==> config.mk <==
export PLATFORM = sky130hd
export DESIGN_NAME = ecp_port
export DESIGN_NICKNAME = d
export VERILOG_FILES = /design/src/rtl/ecp_port.v
export VERILOG_INCLUDE_DIRS = /design/src /design/src/rtl
export SDC_FILE = /design/constraint.sdc
export NUM_CORES = 1
export LEC_CHECK = 0
export ABC_AREA = 1
export BUFFER_PORTS_ARGS = -buffer_cell sky130_fd_sc_hd__clkbuf_2
export CAP_MARGIN = 40
export CORE_UTILIZATION = 46
export CTS_BUF_LIST = sky130_fd_sc_hd__clkbuf_4
export DETAILED_ROUTE_END_ITERATION = 10
export PLACE_DENSITY_LB_ADDON = 0.25
export SETUP_SLACK_MARGIN = 0.1
export SYNTH_ARGS = -nofsm -noshare
export SYNTH_HDL_FRONTEND = slang
export SYNTH_SLANG_ARGS = --single-unit
==> constraint.sdc <==
create_clock -name pclk -period 5.7 [get_ports pclk]
set_clock_uncertainty 0.15 [all_clocks]
set_input_delay 0.57 -clock pclk [delete_from_list [all_inputs] [get_ports pclk]]
set_output_delay 0.57 -clock pclk [all_outputs]
set_load 0.01 [all_outputs]
==> src/rtl/ecp_defines.vh <==
// Constants for the extended-capabilities parallel port engine
// ============================================================
// Notes on behaviour
// - Strobe asserts so peripheral latches forward byte
// - Strobe interlocks with busy before next byte
// - Reverse byte valid handshaked by host acknowledge
// - Reverse acknowledge high data, low command
// - Forward host acknowledge high data, low command
// - Host acknowledge asserted requests one reverse byte
// - Reverse request low reverse, high forward
// - Fault edge raises error interrupt, forward only
// - Select-in held deasserted in extended mode
// - Address port sends commands, data port data
// - Leave 000/001 freely, otherwise return only there
// - Direction changes only in mode 001
// - Automatic handshake only in modes 011, 010
// - FIFO disabled after reset, threshold configurable
// - DMA request fills or drains FIFO per direction
// - Terminal count sets service flag, stops DMA
// - PIO data at 400H, address at 000H
// - PIO service requested through interrupt output
// - One shared sixteen-byte FIFO for all views
// - Three-bit mode field in extended control
// - Threshold sets service flag without DMA
`ifndef ECP_DEFINES_VH
`define ECP_DEFINES_VH
// ============================================================
// Register byte addresses
`define ECP_A_AFIFO 12'h000
`define ECP_A_DSR 12'h004
`define ECP_A_DCR 12'h008
`define ECP_A_DFIFO 12'h400
`define ECP_A_ECR 12'h408
`define ECP_A_THR 12'h40C
// ============================================================
// Mode codes
`define ECP_M_SPP 3'h0
`define ECP_M_PS2 3'h1
`define ECP_M_COMPAT_FIFO_PORT 3'h2
`define ECP_M_ECP 3'h3
`define ECP_M_TEST 3'h6
`define ECP_M_CNFG 3'h7
// ============================================================
// Field positions
`define ECP_DCR_STB 0
`define ECP_DCR_AFD 1
`define ECP_DCR_INIT 2
`define ECP_DCR_SLIN 3
`define ECP_DCR_DIR 5
`define ECP_ECR_MODE 7:5
`define ECP_ECR_NERR 4
`define ECP_ECR_DMA_ENABLE_BIT 3
`define ECP_ECR_SVC 2
// ============================================================
// Reset and fixed values
`define ECP_DCR_RST 8'h00
`define ECP_ECR_RST 8'h14
`define ECP_THR_RST 4'h8
`define ECP_CNFGA 8'h10
`define ECP_HI2 2'h3
`define ECP_HI3 3'h7
`endif

==> src/rtl/ecp_port.v <==
// Extended-capabilities parallel port engine with APB registers and DMA
//
// Chosen here: the APB register port.
`default_nettype none
`include "ecp_defines.vh"

module ecp_port #(
    parameter DEPTH = 16,
    parameter AW = 4
) (
    input wire pclk,
    input wire presetn,
    input wire psel,
    input wire penable,
    input wire pwrite,
    input wire [11:0] paddr,
    input wire [31:0] pwdata,
    output reg [31:0] prdata,
    output reg pready,
    output reg pslverr,
    input wire dma_ack_in,
    input wire dma_tc_in,
    input wire [7:0] dma_wdata,
    output reg [7:0] dma_rdata,
    output reg port_dma_request,
    output reg irq,
    input wire [7:0] port_data_in,
    output reg [7:0] port_data_out,
    output reg port_data_oe,
    input wire periph_valid_in,
    input wire periph_acknowledge_in,
    input wire reverse_acknowledge_in,
    input wire fault_in,
    input wire printer_online_in,
    output reg host_strobe_out,
    output reg host_acknowledge_out,
    output reg reverse_request_out,
    output reg select_in_out
);

    // ============================================================
    // Helpers
    function fifo_mode;
        input [2:0] m;
        begin
            fifo_mode = (m == `ECP_M_COMPAT_FIFO_PORT) || (m == `ECP_M_ECP) || (m == `ECP_M_TEST);
        end
    endfunction

    function base_mode;
        input [2:0] m;
        begin
            base_mode = (m == `ECP_M_SPP) || (m == `ECP_M_PS2);
        end
    endfunction

    localparam [4:0] ST_IDLE = 5'h01;
    localparam [4:0] ST_SETUP = 5'h02;
    localparam [4:0] ST_STRB = 5'h04;
    localparam [4:0] ST_HOLD = 5'h08;
    localparam [4:0] ST_RACK = 5'h10;

    // ============================================================
    // Pin synchronisers, two stages before any use
    reg [12:0] pin_meta_ff;
    reg [12:0] pin_sync_ff;
    always @(posedge pclk or negedge presetn) begin
        if (!presetn) begin
            pin_meta_ff <= 13'h1FFF;
            pin_sync_ff <= 13'h1FFF;
        end else begin
            pin_meta_ff <= {printer_online_in, fault_in, reverse_acknowledge_in,
                            periph_acknowledge_in, periph_valid_in, port_data_in};
            pin_sync_ff <= pin_meta_ff;
        end
    end
    wire [7:0] pd_s = pin_sync_ff[7:0];
    wire valid_s = pin_sync_ff[8];
    wire busy_s = pin_sync_ff[9];
    wire revack_s = pin_sync_ff[10];
    wire fault_s = pin_sync_ff[11];
    wire online_s = pin_sync_ff[12];

    // ============================================================
    // Control registers
    reg [7:0] data_ff;
    reg [7:0] dcr_ff;
    reg [2:0] mode_ff;
    reg nerr_ff;
    reg dma_enable_bit_ff;
    reg svc_ff;
    reg [3:0] thr_ff;
    reg svc_evt_ff;
    reg flt_evt_ff;
    reg fault_d_ff;

    wire dir = dcr_ff[`ECP_DCR_DIR];
    wire ecp_m = (mode_ff == `ECP_M_ECP);
    wire fwd_run = (ecp_m && !dir) || (mode_ff == `ECP_M_COMPAT_FIFO_PORT);
    wire rev_run = ecp_m && dir;

    // APB: one wait cycle, act at the edge where pready is sampled high
    wire apb_acc = psel && penable;
    wire apb_done = apb_acc && pready;
    wire apb_wr = apb_done && pwrite;
    wire apb_rd = apb_done && !pwrite;
    wire a_afifo = (paddr == `ECP_A_AFIFO);
    wire a_dfifo = (paddr == `ECP_A_DFIFO);
    wire a_ecr = (paddr == `ECP_A_ECR);
    wire a_dcr = (paddr == `ECP_A_DCR);
    wire a_thr = (paddr == `ECP_A_THR);
    wire a_dsr = (paddr == `ECP_A_DSR);
    wire a_ok = a_afifo || a_dfifo || a_ecr || a_dcr || a_thr || a_dsr;

    // ============================================================
    // Shared FIFO, bit 8 tags a command byte
    reg [8:0] mem [0:DEPTH-1];
    reg [AW-1:0] wptr_ff;
    reg [AW-1:0] rptr_ff;
    reg [AW:0] cnt_ff;
    wire [AW:0] depth_c = DEPTH[AW:0];
    wire f_empty = (cnt_ff == {(AW+1){1'b0}});
    wire f_full = (cnt_ff == depth_c);
    wire [8:0] head = mem[rptr_ff];
    wire [AW:0] free_c = depth_c - cnt_ff;
    wire [AW:0] thr_c = {1'b0, thr_ff};

    // Forward/reverse handshake state
    reg [4:0] st_ff;
    reg [4:0] nxt_st;
    reg strb_ff;
    reg nxt_strb;
    reg hack_ff;
    reg nxt_hack;
    reg [7:0] fdata_ff;
    reg [7:0] nxt_fdata;
    reg fsm_pop;
    reg fsm_push;

    // DMA moves bytes only in FIFO modes while enabled and not serviced
    wire dma_ok = dma_enable_bit_ff && !svc_ff && fifo_mode(mode_ff);
    wire dma_in = dma_ok && dma_ack_in && !dir;
    wire dma_out = dma_ok && dma_ack_in && dir && !f_empty;

    // PIO: address port carries commands, data port carries data
    wire pio_cmd = apb_wr && a_afifo && ecp_m && !dir;
    wire pio_dat = apb_wr && a_dfifo && (fwd_run || mode_ff == `ECP_M_TEST);
    wire pio_rd = apb_rd && a_dfifo && (rev_run || mode_ff == `ECP_M_TEST) && !f_empty;

    // One push and one pop per cycle; hardware sources first
    reg push;
    reg [8:0] push_d;
    reg pop;
    always @* begin
        push = 1'b0;
        push_d = 9'h000;
        if (fsm_push) begin
            push = 1'b1;
            push_d = {~busy_s, pd_s};
        end else if (dma_in) begin
            push = 1'b1;
            push_d = {1'b0, dma_wdata};
        end else if (pio_cmd || pio_dat) begin
            push = 1'b1;
            push_d = {pio_cmd, pwdata[7:0]};
        end
        push = push && !f_full;
        pop = (fsm_pop || dma_out || pio_rd) && !f_empty;
    end

    // FIFO held in reset outside FIFO modes
    always @(posedge pclk or negedge presetn) begin
        if (!presetn) begin
            wptr_ff <= {AW{1'b0}};
            rptr_ff <= {AW{1'b0}};
            cnt_ff <= {(AW+1){1'b0}};
        end else if (!fifo_mode(mode_ff)) begin
            wptr_ff <= {AW{1'b0}};
            rptr_ff <= {AW{1'b0}};
            cnt_ff <= {(AW+1){1'b0}};
        end else begin
            if (push)
                wptr_ff <= wptr_ff + {{(AW-1){1'b0}}, 1'b1};
            if (pop)
                rptr_ff <= rptr_ff + {{(AW-1){1'b0}}, 1'b1};
            if (push && !pop)
                cnt_ff <= cnt_ff + {{AW{1'b0}}, 1'b1};
            else if (pop && !push)
                cnt_ff <= cnt_ff - {{AW{1'b0}}, 1'b1};
        end
    end

    // Storage has no reset
    always @(posedge pclk) begin
        if (push)
            mem[wptr_ff] <= push_d;
    end

    // ============================================================
    // Handshake engine
    always @* begin
        nxt_st = st_ff;
        nxt_strb = strb_ff;
        nxt_hack = hack_ff;
        nxt_fdata = fdata_ff;
        fsm_pop = 1'b0;
        fsm_push = 1'b0;
        case (st_ff)
            ST_IDLE: begin
                nxt_strb = 1'b1;
                if (fwd_run) begin
                    nxt_hack = 1'b1;
                    // Peripheral not busy and link turned forward
                    if (!f_empty && !busy_s && revack_s) begin
                        nxt_fdata = head[7:0];
                        nxt_hack = ecp_m ? ~head[8] : 1'b1;
                        nxt_st = ST_SETUP;
                    end
                end else if (rev_run) begin
                    // Request a byte only while room remains
                    nxt_hack = f_full || revack_s;
                    if (!valid_s && !hack_ff) begin
                        fsm_push = 1'b1;
                        nxt_hack = 1'b1;
                        nxt_st = ST_RACK;
                    end
                end else begin
                    nxt_hack = 1'b1;
                end
            end
            ST_SETUP: begin
                nxt_strb = 1'b0;
                nxt_st = ST_STRB;
            end
            ST_STRB: begin
                if (busy_s) begin
                    nxt_strb = 1'b1;
                    fsm_pop = 1'b1;
                    nxt_st = ST_HOLD;
                end
            end
            ST_HOLD: begin
                if (!busy_s)
                    nxt_st = ST_IDLE;
            end
            ST_RACK: begin
                if (valid_s) begin
                    nxt_hack = 1'b1;
                    nxt_st = ST_IDLE;
                end
            end
            default: begin
                nxt_st = ST_IDLE;
            end
        endcase
        // Leaving the handshake modes aborts any transfer
        if (!fwd_run && !rev_run) begin
            nxt_st = ST_IDLE;
            nxt_strb = 1'b1;
        end
    end

    always @(posedge pclk or negedge presetn) begin
        if (!presetn) begin
            st_ff <= ST_IDLE;
            strb_ff <= 1'b1;
            hack_ff <= 1'b1;
            fdata_ff <= 8'h00;
        end else begin
            st_ff <= nxt_st;
            strb_ff <= nxt_strb;
            hack_ff <= nxt_hack;
            fdata_ff <= nxt_fdata;
        end
    end

    // ============================================================
    // Register writes, mode and service flag
    wire [2:0] wr_mode = pwdata[`ECP_ECR_MODE];
    wire mode_wr_ok = base_mode(mode_ff) || base_mode(wr_mode);
    wire fault_edge = fault_d_ff && !fault_s;
    wire thr_hit = dir ? (cnt_ff >= thr_c) : (free_c >= thr_c);
    wire svc_set = !svc_ff && fifo_mode(mode_ff) &&
                   (dma_enable_bit_ff ? (dma_tc_in && dma_ok) : thr_hit);

    always @(posedge pclk or negedge presetn) begin
        if (!presetn) begin
            data_ff <= 8'h00;
            dcr_ff <= `ECP_DCR_RST;
            mode_ff <= `ECP_M_SPP;
            nerr_ff <= 1'b1;
            dma_enable_bit_ff <= 1'b0;
            svc_ff <= 1'b1;
            thr_ff <= `ECP_THR_RST;
            svc_evt_ff <= 1'b0;
            flt_evt_ff <= 1'b0;
            fault_d_ff <= 1'b1;
        end else begin
            fault_d_ff <= fault_s;
            if (apb_wr && a_afifo && base_mode(mode_ff))
                data_ff <= pwdata[7:0];
            if (apb_wr && a_dcr) begin
                dcr_ff[4:0] <= pwdata[4:0];
                if (mode_ff == `ECP_M_PS2)
                    dcr_ff[`ECP_DCR_DIR] <= pwdata[`ECP_DCR_DIR];
            end
            if (apb_wr && a_thr)
                thr_ff <= pwdata[3:0];
            if (apb_wr && a_ecr) begin
                if (mode_wr_ok)
                    mode_ff <= wr_mode;
                nerr_ff <= pwdata[`ECP_ECR_NERR];
                dma_enable_bit_ff <= pwdata[`ECP_ECR_DMA_ENABLE_BIT];
            end
            // Hardware set beats a software clear in the same cycle
            if (svc_set)
                svc_ff <= 1'b1;
            else if (apb_wr && a_ecr)
                svc_ff <= pwdata[`ECP_ECR_SVC];
            if (svc_set)
                svc_evt_ff <= 1'b1;
            else if (apb_wr && a_ecr)
                svc_evt_ff <= 1'b0;
            // Fault counts as an error only while running forward
            if (fault_edge && ecp_m && !dir && !nerr_ff)
                flt_evt_ff <= 1'b1;
            else if (apb_wr && a_ecr)
                flt_evt_ff <= 1'b0;
        end
    end

    // ============================================================
    // Read mux
    reg [31:0] rd_c;
    always @* begin
        rd_c = 32'h0000_0000;
        if (a_afifo)
            rd_c[7:0] = (mode_ff == `ECP_M_PS2) ? pd_s : data_ff;
        else if (a_dsr)
            rd_c[7:0] = {~busy_s, valid_s, revack_s, online_s, fault_s, `ECP_HI3};
        else if (a_dcr)
            rd_c[7:0] = {`ECP_HI2, dcr_ff[5:0]};
        else if (a_dfifo)
            rd_c[8:0] = (mode_ff == `ECP_M_CNFG) ? {1'b0, `ECP_CNFGA} : head;
        else if (a_ecr)
            rd_c[7:0] = {mode_ff, nerr_ff, dma_enable_bit_ff, svc_ff, f_full, f_empty};
        else if (a_thr)
            rd_c[3:0] = thr_ff;
    end

    // ============================================================
    // Registered outputs: bus, DMA, interrupt
    always @(posedge pclk or negedge presetn) begin
        if (!presetn) begin
            prdata <= 32'h0000_0000;
            pready <= 1'b0;
            pslverr <= 1'b0;
            dma_rdata <= 8'h00;
            port_dma_request <= 1'b0;
            irq <= 1'b0;
        end else begin
            pready <= apb_acc && !pready;
            pslverr <= apb_acc && !pready && !a_ok;
            if (apb_acc && !pready)
                prdata <= rd_c;
            if (dma_out)
                dma_rdata <= head[7:0];
            // Request drops in the cycle after each acknowledge cycle
            port_dma_request <= dma_ok && !dma_ack_in && !svc_set &&
                                (dir ? !f_empty : !f_full);
            irq <= svc_evt_ff || flt_evt_ff;
        end
    end

    // ============================================================
    // Registered pin outputs
    reg nxt_stb_p;
    reg nxt_afd_p;
    reg nxt_init_p;
    reg nxt_slin_p;
    reg [7:0] nxt_pd;
    reg nxt_oe;
    always @* begin
        nxt_stb_p = ~dcr_ff[`ECP_DCR_STB];
        nxt_afd_p = ~dcr_ff[`ECP_DCR_AFD];
        nxt_init_p = dcr_ff[`ECP_DCR_INIT];
        nxt_slin_p = ~dcr_ff[`ECP_DCR_SLIN];
        nxt_pd = data_ff;
        nxt_oe = !(mode_ff == `ECP_M_PS2 && dir);
        if (mode_ff == `ECP_M_COMPAT_FIFO_PORT) begin
            nxt_stb_p = strb_ff;
            nxt_pd = fdata_ff;
        end else if (ecp_m) begin
            nxt_stb_p = strb_ff;
            nxt_afd_p = hack_ff;
            nxt_init_p = !dir;
            nxt_slin_p = 1'b1;
            nxt_pd = fdata_ff;
            nxt_oe = !dir && revack_s;
        end else if (mode_ff == `ECP_M_TEST) begin
            nxt_pd = head[7:0];
        end
    end

    always @(posedge pclk or negedge presetn) begin
        if (!presetn) begin
            host_strobe_out <= 1'b1;
            host_acknowledge_out <= 1'b1;
            reverse_request_out <= 1'b0;
            select_in_out <= 1'b1;
            port_data_out <= 8'h00;
            port_data_oe <= 1'b0;
        end else begin
            host_strobe_out <= nxt_stb_p;
            host_acknowledge_out <= nxt_afd_p;
            reverse_request_out <= nxt_init_p;
            select_in_out <= nxt_slin_p;
            port_data_out <= nxt_pd;
            port_data_oe <= nxt_oe;
        end
    end

endmodule // ecp_port
`default_nettype wire

==> results of run 1 <==
-- critical path: cells and delay by family, from the launching register on --
kind	cells	cell delay (ns)
AO/OA/AOI/OAI	1	0.08
XOR/XNOR	1	0.14
AND/OR/NAND/NOR	8	1.69
adder cells (fa/ha/maj)	2	0.63
buffers and inverters	3	0.40
flip-flops	1	0.60
-- worst max path at each step --
stage,endpoint,slack [ns],cells after the start
after detailed placement,cnt_ff[4],1.92,15
after global routing,cnt_ff[4],1.55,15
final,cnt_ff[4],1.88,15
after CTS,cnt_ff[4],1.91,15
after global placement,cnt_ff[4],1.97,15
after floorplan,cnt_ff[4],2.78,17
-- per-layer routing --
metal | global-route usage | vias up
met5 | 0 | -
met4 | 0.100 | 0
met3 | 0.0477 | 67
met2 | 0.343 | 389
met1 | 0.329 | 4306
li1 | - | 4394
-- cells in the final DEF, fill, tap and decap left out, types with 6 or more instances in the layout --
cell and n:
nand2_1 306, edfxtp_1 144, nor2_1 123, clkbuf_4 102
inv_1 99, o21ai_0 88, clkbuf_2 80, dfrtp_1 78
nand3_1 65, a21oi_1 45, dfstp_2 36, nor3_1 28
buf_4 24, conb_1 23, ha_1 20, dlygate4sd3_1 19
clkinv_1 14, a31oi_1 13, inv_2 13, nand4_1 8
mux2_2 8, nand2_2 8, nand3_2 6, o22ai_1 6
-- report_power, final --
group / internal, mW / switching, mW / leakage (nW)
clock: 0.962 / 0.770 / 0.555
sequential: 1.98 / 0.00565 / 2.40
combinational: 0.0290 / 0.0532 / 3.04
-- registers in the layout (all words and copies together), names as in the netlist, 4 cells and up --
signal         count
dma_rdata          8
data_ff            8
cnt_ff             5
prdata             9
pin_meta_ff       13
pin_sync_ff       13
mem              144
port_data_out      8
rptr_ff            4
thr_ff             4
fdata_ff           8
dcr_ff             6
wptr_ff            4
st_ff              5
-- what timing repair did --
action | in CTS | in global routing
hold buffers | 19 | 0
endpoints found under the hold margin | 48 | 0
endpoints found under the setup margin | 0 | 0
-- final cells by class --
type | count | area [um2] | share of cell area
sequential | 259 | 7250 | 0.523
inverter | 112 | 420 | 0.0303
clock inverter | 23 | 178 | 0.0128
antenna | 1 | 2.50 | 0.000180
multi-input combinational | 803 | 4000 | 0.288
tap | 330 | 413 | 0.0298
clock buffer | 102 | 766 | 0.0552
timing repair buffer | 128 | 841 | 0.0606
-- cell families (layout without fill, tap and decap cells) --
family                   after synthesis  after routing  share of synthesized area
AO/OA/AOI/OAI                        176            176                     0.0803
XOR/XNOR                              10             10                    0.00733
adder cells (fa/ha/maj)               21             21                     0.0226
buffers and inverters                173            365                     0.0674
flip-flops                           259            259                      0.607
multiplexers                           8              8                    0.00755
other                                  1             24                   0.000314
AND/OR/NAND/NOR                      565            565                      0.208
-- per-stage QoR --
stage	utilization	std cells	setup slack, ns	instance area, um2	hold WS [ns]
floorplan	-	1235	2.78	12000	0.124
global placement	0.500	1608	1.97	12700	0.196
detailed placement	0.503	1613	1.92	12700	0.197
CTS	0.547	1757	1.91	13900	0.0117
global route	0.548	1758	1.55	13900	0.0407
finish	0.548	1758	1.88	13900	0.0678
==> summary.md, run 1 <==
| Metric | Value |
|---|---|
| DRT antenna net count | 0 |
| Worst path max stage delay | 0.60 ns |
| Die area | 26600 um2 |
| WL final | 29600 um |
| Crit path cell chain | nand3_4 > nand2_4 > inv_2 > nand2_2 > nand4_4 > nand4_4 > nand2_4 > inv_1 > ha_1 > inv_1 > fa_1 > nand3_1 > nand2_1 > xnor2_1 > o22ai_1 |
| Via/cell ratio | 5.21 |
| Crit. Startpoint | mode_ff[1] |
| Worst VDD drop | 181 uV |
| CTS H-tree depth | 3 |
| Post-synth top area share | 0.362 |
| Hold Path Cell Cnt | 3 |
| Die height | 163 um |
| Seq/Total Area, Yosys | 0.607 |
| R2R cell count | 15 |
| Tot GR Track Use | 0.232 |
| Final Hold Fails | 0 |
| Die width | 163 um |
| Slew margin rel. | 0.346 |
| Row count | 58 |
| Ranking of synthesized cells by area | edfxtp_1 36%, dfrtp_1 17%, nand2_1 9.6% |
| Post-synth top cells | 306 x nand2_1, 144 x edfxtp_1, 123 x nor2_1, 99 x inv_1, 88 x o21ai_0 |
| Layout filler cell count | 2234 |
| Yosys reg bits | 259 |
| Status | finished, final reports clean |
| Mapped Area | 11900 um2 |
| Reg-to-Reg End | cnt_ff[4] |
| DRT Pass-1 Iters | 7 |
| Core ar. | 25300 um2 |
| Initial antenna violation count | 1 |
| Initial Util | 0.471 |
| P_leak | 5.99 nW |
| Metal1 wirelength | 13000 um |
| Syn_area_per_cell | 9.84 um2 |
| FF-to-FF Start | mode_ff[1] |
| Post-DP HPWL | 20300 um |
| Post-synth top flop | edfxtp_1 |
| Min cycle time layout | 3.82 ns |
| WL per Instance | 16.8 um |
| Share of layout cells above drive strength 1 | 0.220 |
| Cts bufs inserted | 70 |
| # Max-Cap Violations | 0 |
| Clock slew seen by the registers of the worst setup and hold paths | 0.07 ns |
| Startpoint Class | register |
| First-pass GRT wire length | 46500 um |
| Top layer in use | met4 |
| Vias | 9156 |
| Synth area leader | edfxtp_1 |
| Worst Hold Path EP | data_ff[0] |
| Pin count of the biggest net entering global routing | 83 |
| Routed wl met2 | 13400 um |
| Worst slew pin tran | 0.981 ns |
| Finish-stage setup viols | 0 |
| Post-CTS Repair Setup Buffers | 0 |
| Yosys warns | 0 |
| Most frequent cell after synthesis | nand2_1 |
| Post-CTS Resized | 0 |
| Highest clock rate | 262 MHz |
| Final period utilization | 0.670 |
| CP required | 6.09 ns |
| Clock latency on the worst-skew pair | 0.66 ns |
| FFs w/ async S/R, synth | 0.444 |
| Post-layout power | 3.80 mW |
| Slew Limit Fails | 0 |
| Hold path start | pwdata[0] |
| Clock tree sinks | 259 |
| Worst setup path category | reg -> reg |
| Reg2Reg Setup Slack | 1.88 ns |
| I/O Pins | 129 |
| Top fanout value on the critical path | 26 |
| Final nets | 1467 |
| Netlist cell types | 51 |
| Slowest cell on crit path | dfrtp_1 |
| DR DRC count | 0 |
| EDFF count, synth | 144 |
| Post-synthesis cell count | 1213 |
| WL met3 | 2430 um |
| Cell Pwr Density | 274 nW/um2 |
| Vias in the first global route | 8738 |
| Synth-to-Final Area Change | 16.1% |
| RSZ-0062 raised after global routing | false |
| CTS tree | done |
| Gr ovfl total | 0 |
| Routability cong. | 0.898 |
| Root buffer cell | clkbuf_4 |
| CP endpoint kind | register |
| Arrival @ worst endpoint | 4.21 ns |
| Worst hold-check path type | in -> reg |
| Clk buf depth | 3 |
| PortBufs | 81 |
| Setup TNS | 0 ns |
| Initial DRC count | 709 |
(Power assumes the default switching activity.)
==> run 2, diff against run 1 <==
==> constraint.sdc (replaced) <==
create_clock -name pclk -period 3.25 [get_ports pclk]
set_clock_uncertainty 0.15 [all_clocks]
set_input_delay 0.325 -clock pclk [delete_from_list [all_inputs] [get_ports pclk]]
set_output_delay 0.325 -clock pclk [all_outputs]
set_load 0.01 [all_outputs]
==> run 2 against run 1 <==
Net effect: cell count increased by 1.8%; design area up 2.3%; highest routed layer unchanged; critical endpoint is now cnt_ff[3]; via count about the same; register-to-register slack lost 1.6 ns; largest power group unchanged; sequential share of layout area down 1.2 points; largest cell class unchanged; clock power is 77% higher; sequential cell count did not move; sequential power up 75%; hold slack got worse by 0.0052 ns; power up 77%.
==> summary.md, run 2 (synthesis results as in run 1) <==
| Metric | Value |
|---|---|
| Most frequent cells in the layout | 306 x nand2_1, 144 x edfxtp_1, 123 x nor2_1 |
| Core ar. | 25300 um2 |
| Worst VDD drop | 361 uV |
| Clock tree sinks | 259 |
| Layout filler cell count | 2223 |
| P_sw | 1.43 mW |
| Sequential cell fraction of total power | 0.520 |
| Worst slew pin tran | 0.796 ns |
| Share of layout cells above drive strength 1 | 0.232 |
| DRT antenna net count | 0 |
| Root buffer cell | clkbuf_4 |
| WL per Instance | 16.3 um |
| Setup TNS | 0 ns |
| RSZ-0062 raised after global routing | false |
| Slew margin rel. | 0.467 |
| Max reg flops | 144 |
| Post-DP HPWL | 19700 um |
| Synth-to-Final Area Change | 18.8% |
| DRT Pass-1 Iters | 5 |
| P_leak | 6.13 nW |
| DP Cell Count | 1628 |
| GR peak layer | met2 |
| First-pass GRT wire length | 45400 um |
| CTS H-tree depth | 3 |
| Routability cong. | 0.908 |
| Initial Util | 0.471 |
| P_int | 5.28 mW |
| Cts bufs inserted | 70 |
| Die height | 163 um |
| Highest clock rate | 339 MHz |
| Fin worst setup slack | 0.304 ns |
| Initial DRC count | 657 |
| GR Util met2 | 0.336 |
| Min cycle time layout | 2.95 ns |
| Final period utilization | 0.906 |
| Vias in the first global route | 8520 |
| CP required | 3.68 ns |
| Final Util | 0.560 |
| DR DRC count | 0 |
| Met1 Resource Use GR | 0.315 |
| Crit path cell chain | inv_1 > ha_1 > nand2_1 > nor2_1 > ha_2 > nor2_1 > nand4_2 > nand2_2 > o21ai_4 > ha_2 > inv_2 > ha_1 > a21oi_1 > nand2_1 > xnor2_1 > o21ai_0 |
| GR Util met3 | 0.0564 |
| Status | finished, final reports clean |
| Gr ovfl total | 0 |
| Sw Share | 0.213 |
| Delay-heaviest family, CP | adder cells |
| Clock network power share | 0.457 |
| Row count | 58 |
| Vias | 9152 |
| CP endpoint kind | register |
| I/O Pins | 129 |
| Finish-stage setup viols | 0 |
| CTS tree | done |
| Final std cells w/o fill | 1790 |
| Startpoint Class | register |
| # Max-Cap Violations | 0 |
| Reg with most FFs | mem |
| Slew Limit Fails | 0 |
| Tot GR Track Use | 0.224 |
| Initial antenna violation count | 1 |
| Die width | 163 um |
| Top Registers | mem x144, pin_meta_ff x13, pin_sync_ff x13 |
| Slowest cell on crit path | dfrtp_2 |
| Via/cell ratio | 5.11 |
| WL final | 29200 um |
| Final nets | 1500 |
| Clock latency on the worst-skew pair | 0.69 ns |
| Clk buf depth | 3 |
| Cell Pwr Density | 473 nW/um2 |
| Post-layout power | 6.71 mW |
| Clock slew seen by the registers of the worst setup and hold paths | 0.07 ns |
| Top fanout value on the critical path | 5 |
| Worst setup path category | reg -> reg |
| PortBufs | 81 |
| CP Buf/Inv Count | 2 |
| Final Hold Fails | 0 |
| Pin count of the biggest net entering global routing | 83 |
| Die area | 26600 um2 |
| Most common cell after layout, fill and taps aside | nand2_1 |
| Worst Setup Slack post-DPL | 0.0690 ns |
| Combinational Power Share | 0.023 |
| Worst hold-check path type | in -> reg |
| Worst path max stage delay | 0.44 ns |
| Arrival @ worst endpoint | 3.37 ns |
-- run 2: cell types whose count changed in the layout (fill, tap and decap cells not counted), moves of 3 or more --
| cell | delta |
|---|---|
| buf_12 | +3 |
| buf_4 | +20 |
| clkbuf_4 | +5 |
| clkinv_1 | -4 |
| dlygate4sd3_1 | +15 |
| ha_1 | -3 |
| o22ai_1 | +4 |
| o22ai_2 | -4 |
-- run 2: worst reg2reg max path, stage by stage (launching register included) --
cell,delay [ns]
dfrtp_2,0.44
inv_1,0.10
ha_1,0.19
nand2_1,0.07
nor2_1,0.15
ha_2,0.23
nor2_1,0.06
nand4_2,0.11
nand2_2,0.08
o21ai_4,0.19
ha_2,0.23
inv_2,0.08
ha_1,0.32
a21oi_1,0.14
nand2_1,0.08
xnor2_1,0.12
o21ai_0,0.13
-- run 2: metrics by stage --
| stage | hold slack, ns | area [um2] |
|---|---|---|
| 2_1_floorplan | -0.121 | 12000 |
| 3_3_place_gp | 0.0898 | 12800 |
| 3_5_place_dp | 0.0864 | 12800 |
| 4_1_cts | 0.00200 | 14100 |
| 5_1_grt | 0.0465 | 14200 |
| 6_report | 0.0626 | 14200 |
-- run 2: final timing paths --
path                       slack [ns]  depth (start not counted)            from               to
max                              0.30                         16       cnt_ff[1]        cnt_ff[3]
min                              0.06                          3    dma_wdata[5]       mem[12][5]
max reg2reg                      0.30                         16       cnt_ff[1]        cnt_ff[3]
min reg2reg                      0.18                          0  pin_meta_ff[4]   pin_sync_ff[4]
max in group asynchronous        1.12                          4         presetn       data_ff[5]
min in group asynchronous        0.59                          3         presetn  pin_sync_ff[10]
-- run 2: area by class of cell --
cell class | instances | area (um2) | area share
Sequential cell | 259 | 7250 | 0.511
Multi-Input combinational cell | 803 | 4000 | 0.282
Timing Repair Buffer | 161 | 1130 | 0.0797
Clock buffer | 107 | 803 | 0.0566
Inverter | 112 | 420 | 0.0296
Tap cell | 330 | 413 | 0.0291
Clock inverter | 17 | 163 | 0.0115
Antenna cell | 1 | 2.50 | 0.000176
-- run 2: per-layer routing --
| layer | up-vias | share of wire |
|---|---|---|
| li1 | 4441 | - |
| met1 | 4335 | 0.45 |
| met2 | 329 | 0.45 |
| met3 | 47 | 0.074 |
| met4 | 0 | 0.021 |
| met5 | - | 0 |
-- run 2: repair_timing --
| action | in CTS | in global routing |
|---|---|---|
| gates resized for setup | 2 | 7 |
| pin swaps | 0 | 2 |
| buffers inserted | 0 | 3 |
| hold buffers | 34 | 0 |
| setup endpoints to repair | 2 | 4 |
| endpoints found under the hold margin | 137 | 0 |
-- run 2: power by group through the flow --
stage                     logic, mW  registers (mW)  clock network, mW
after floorplan              0.0607            3.55                  0
after global placement        0.125            3.55                  0
after detailed placement      0.125            3.55                  0
after CTS                     0.155            3.49               3.16
after global routing          0.173            3.48               3.36
final                         0.155            3.49               3.07
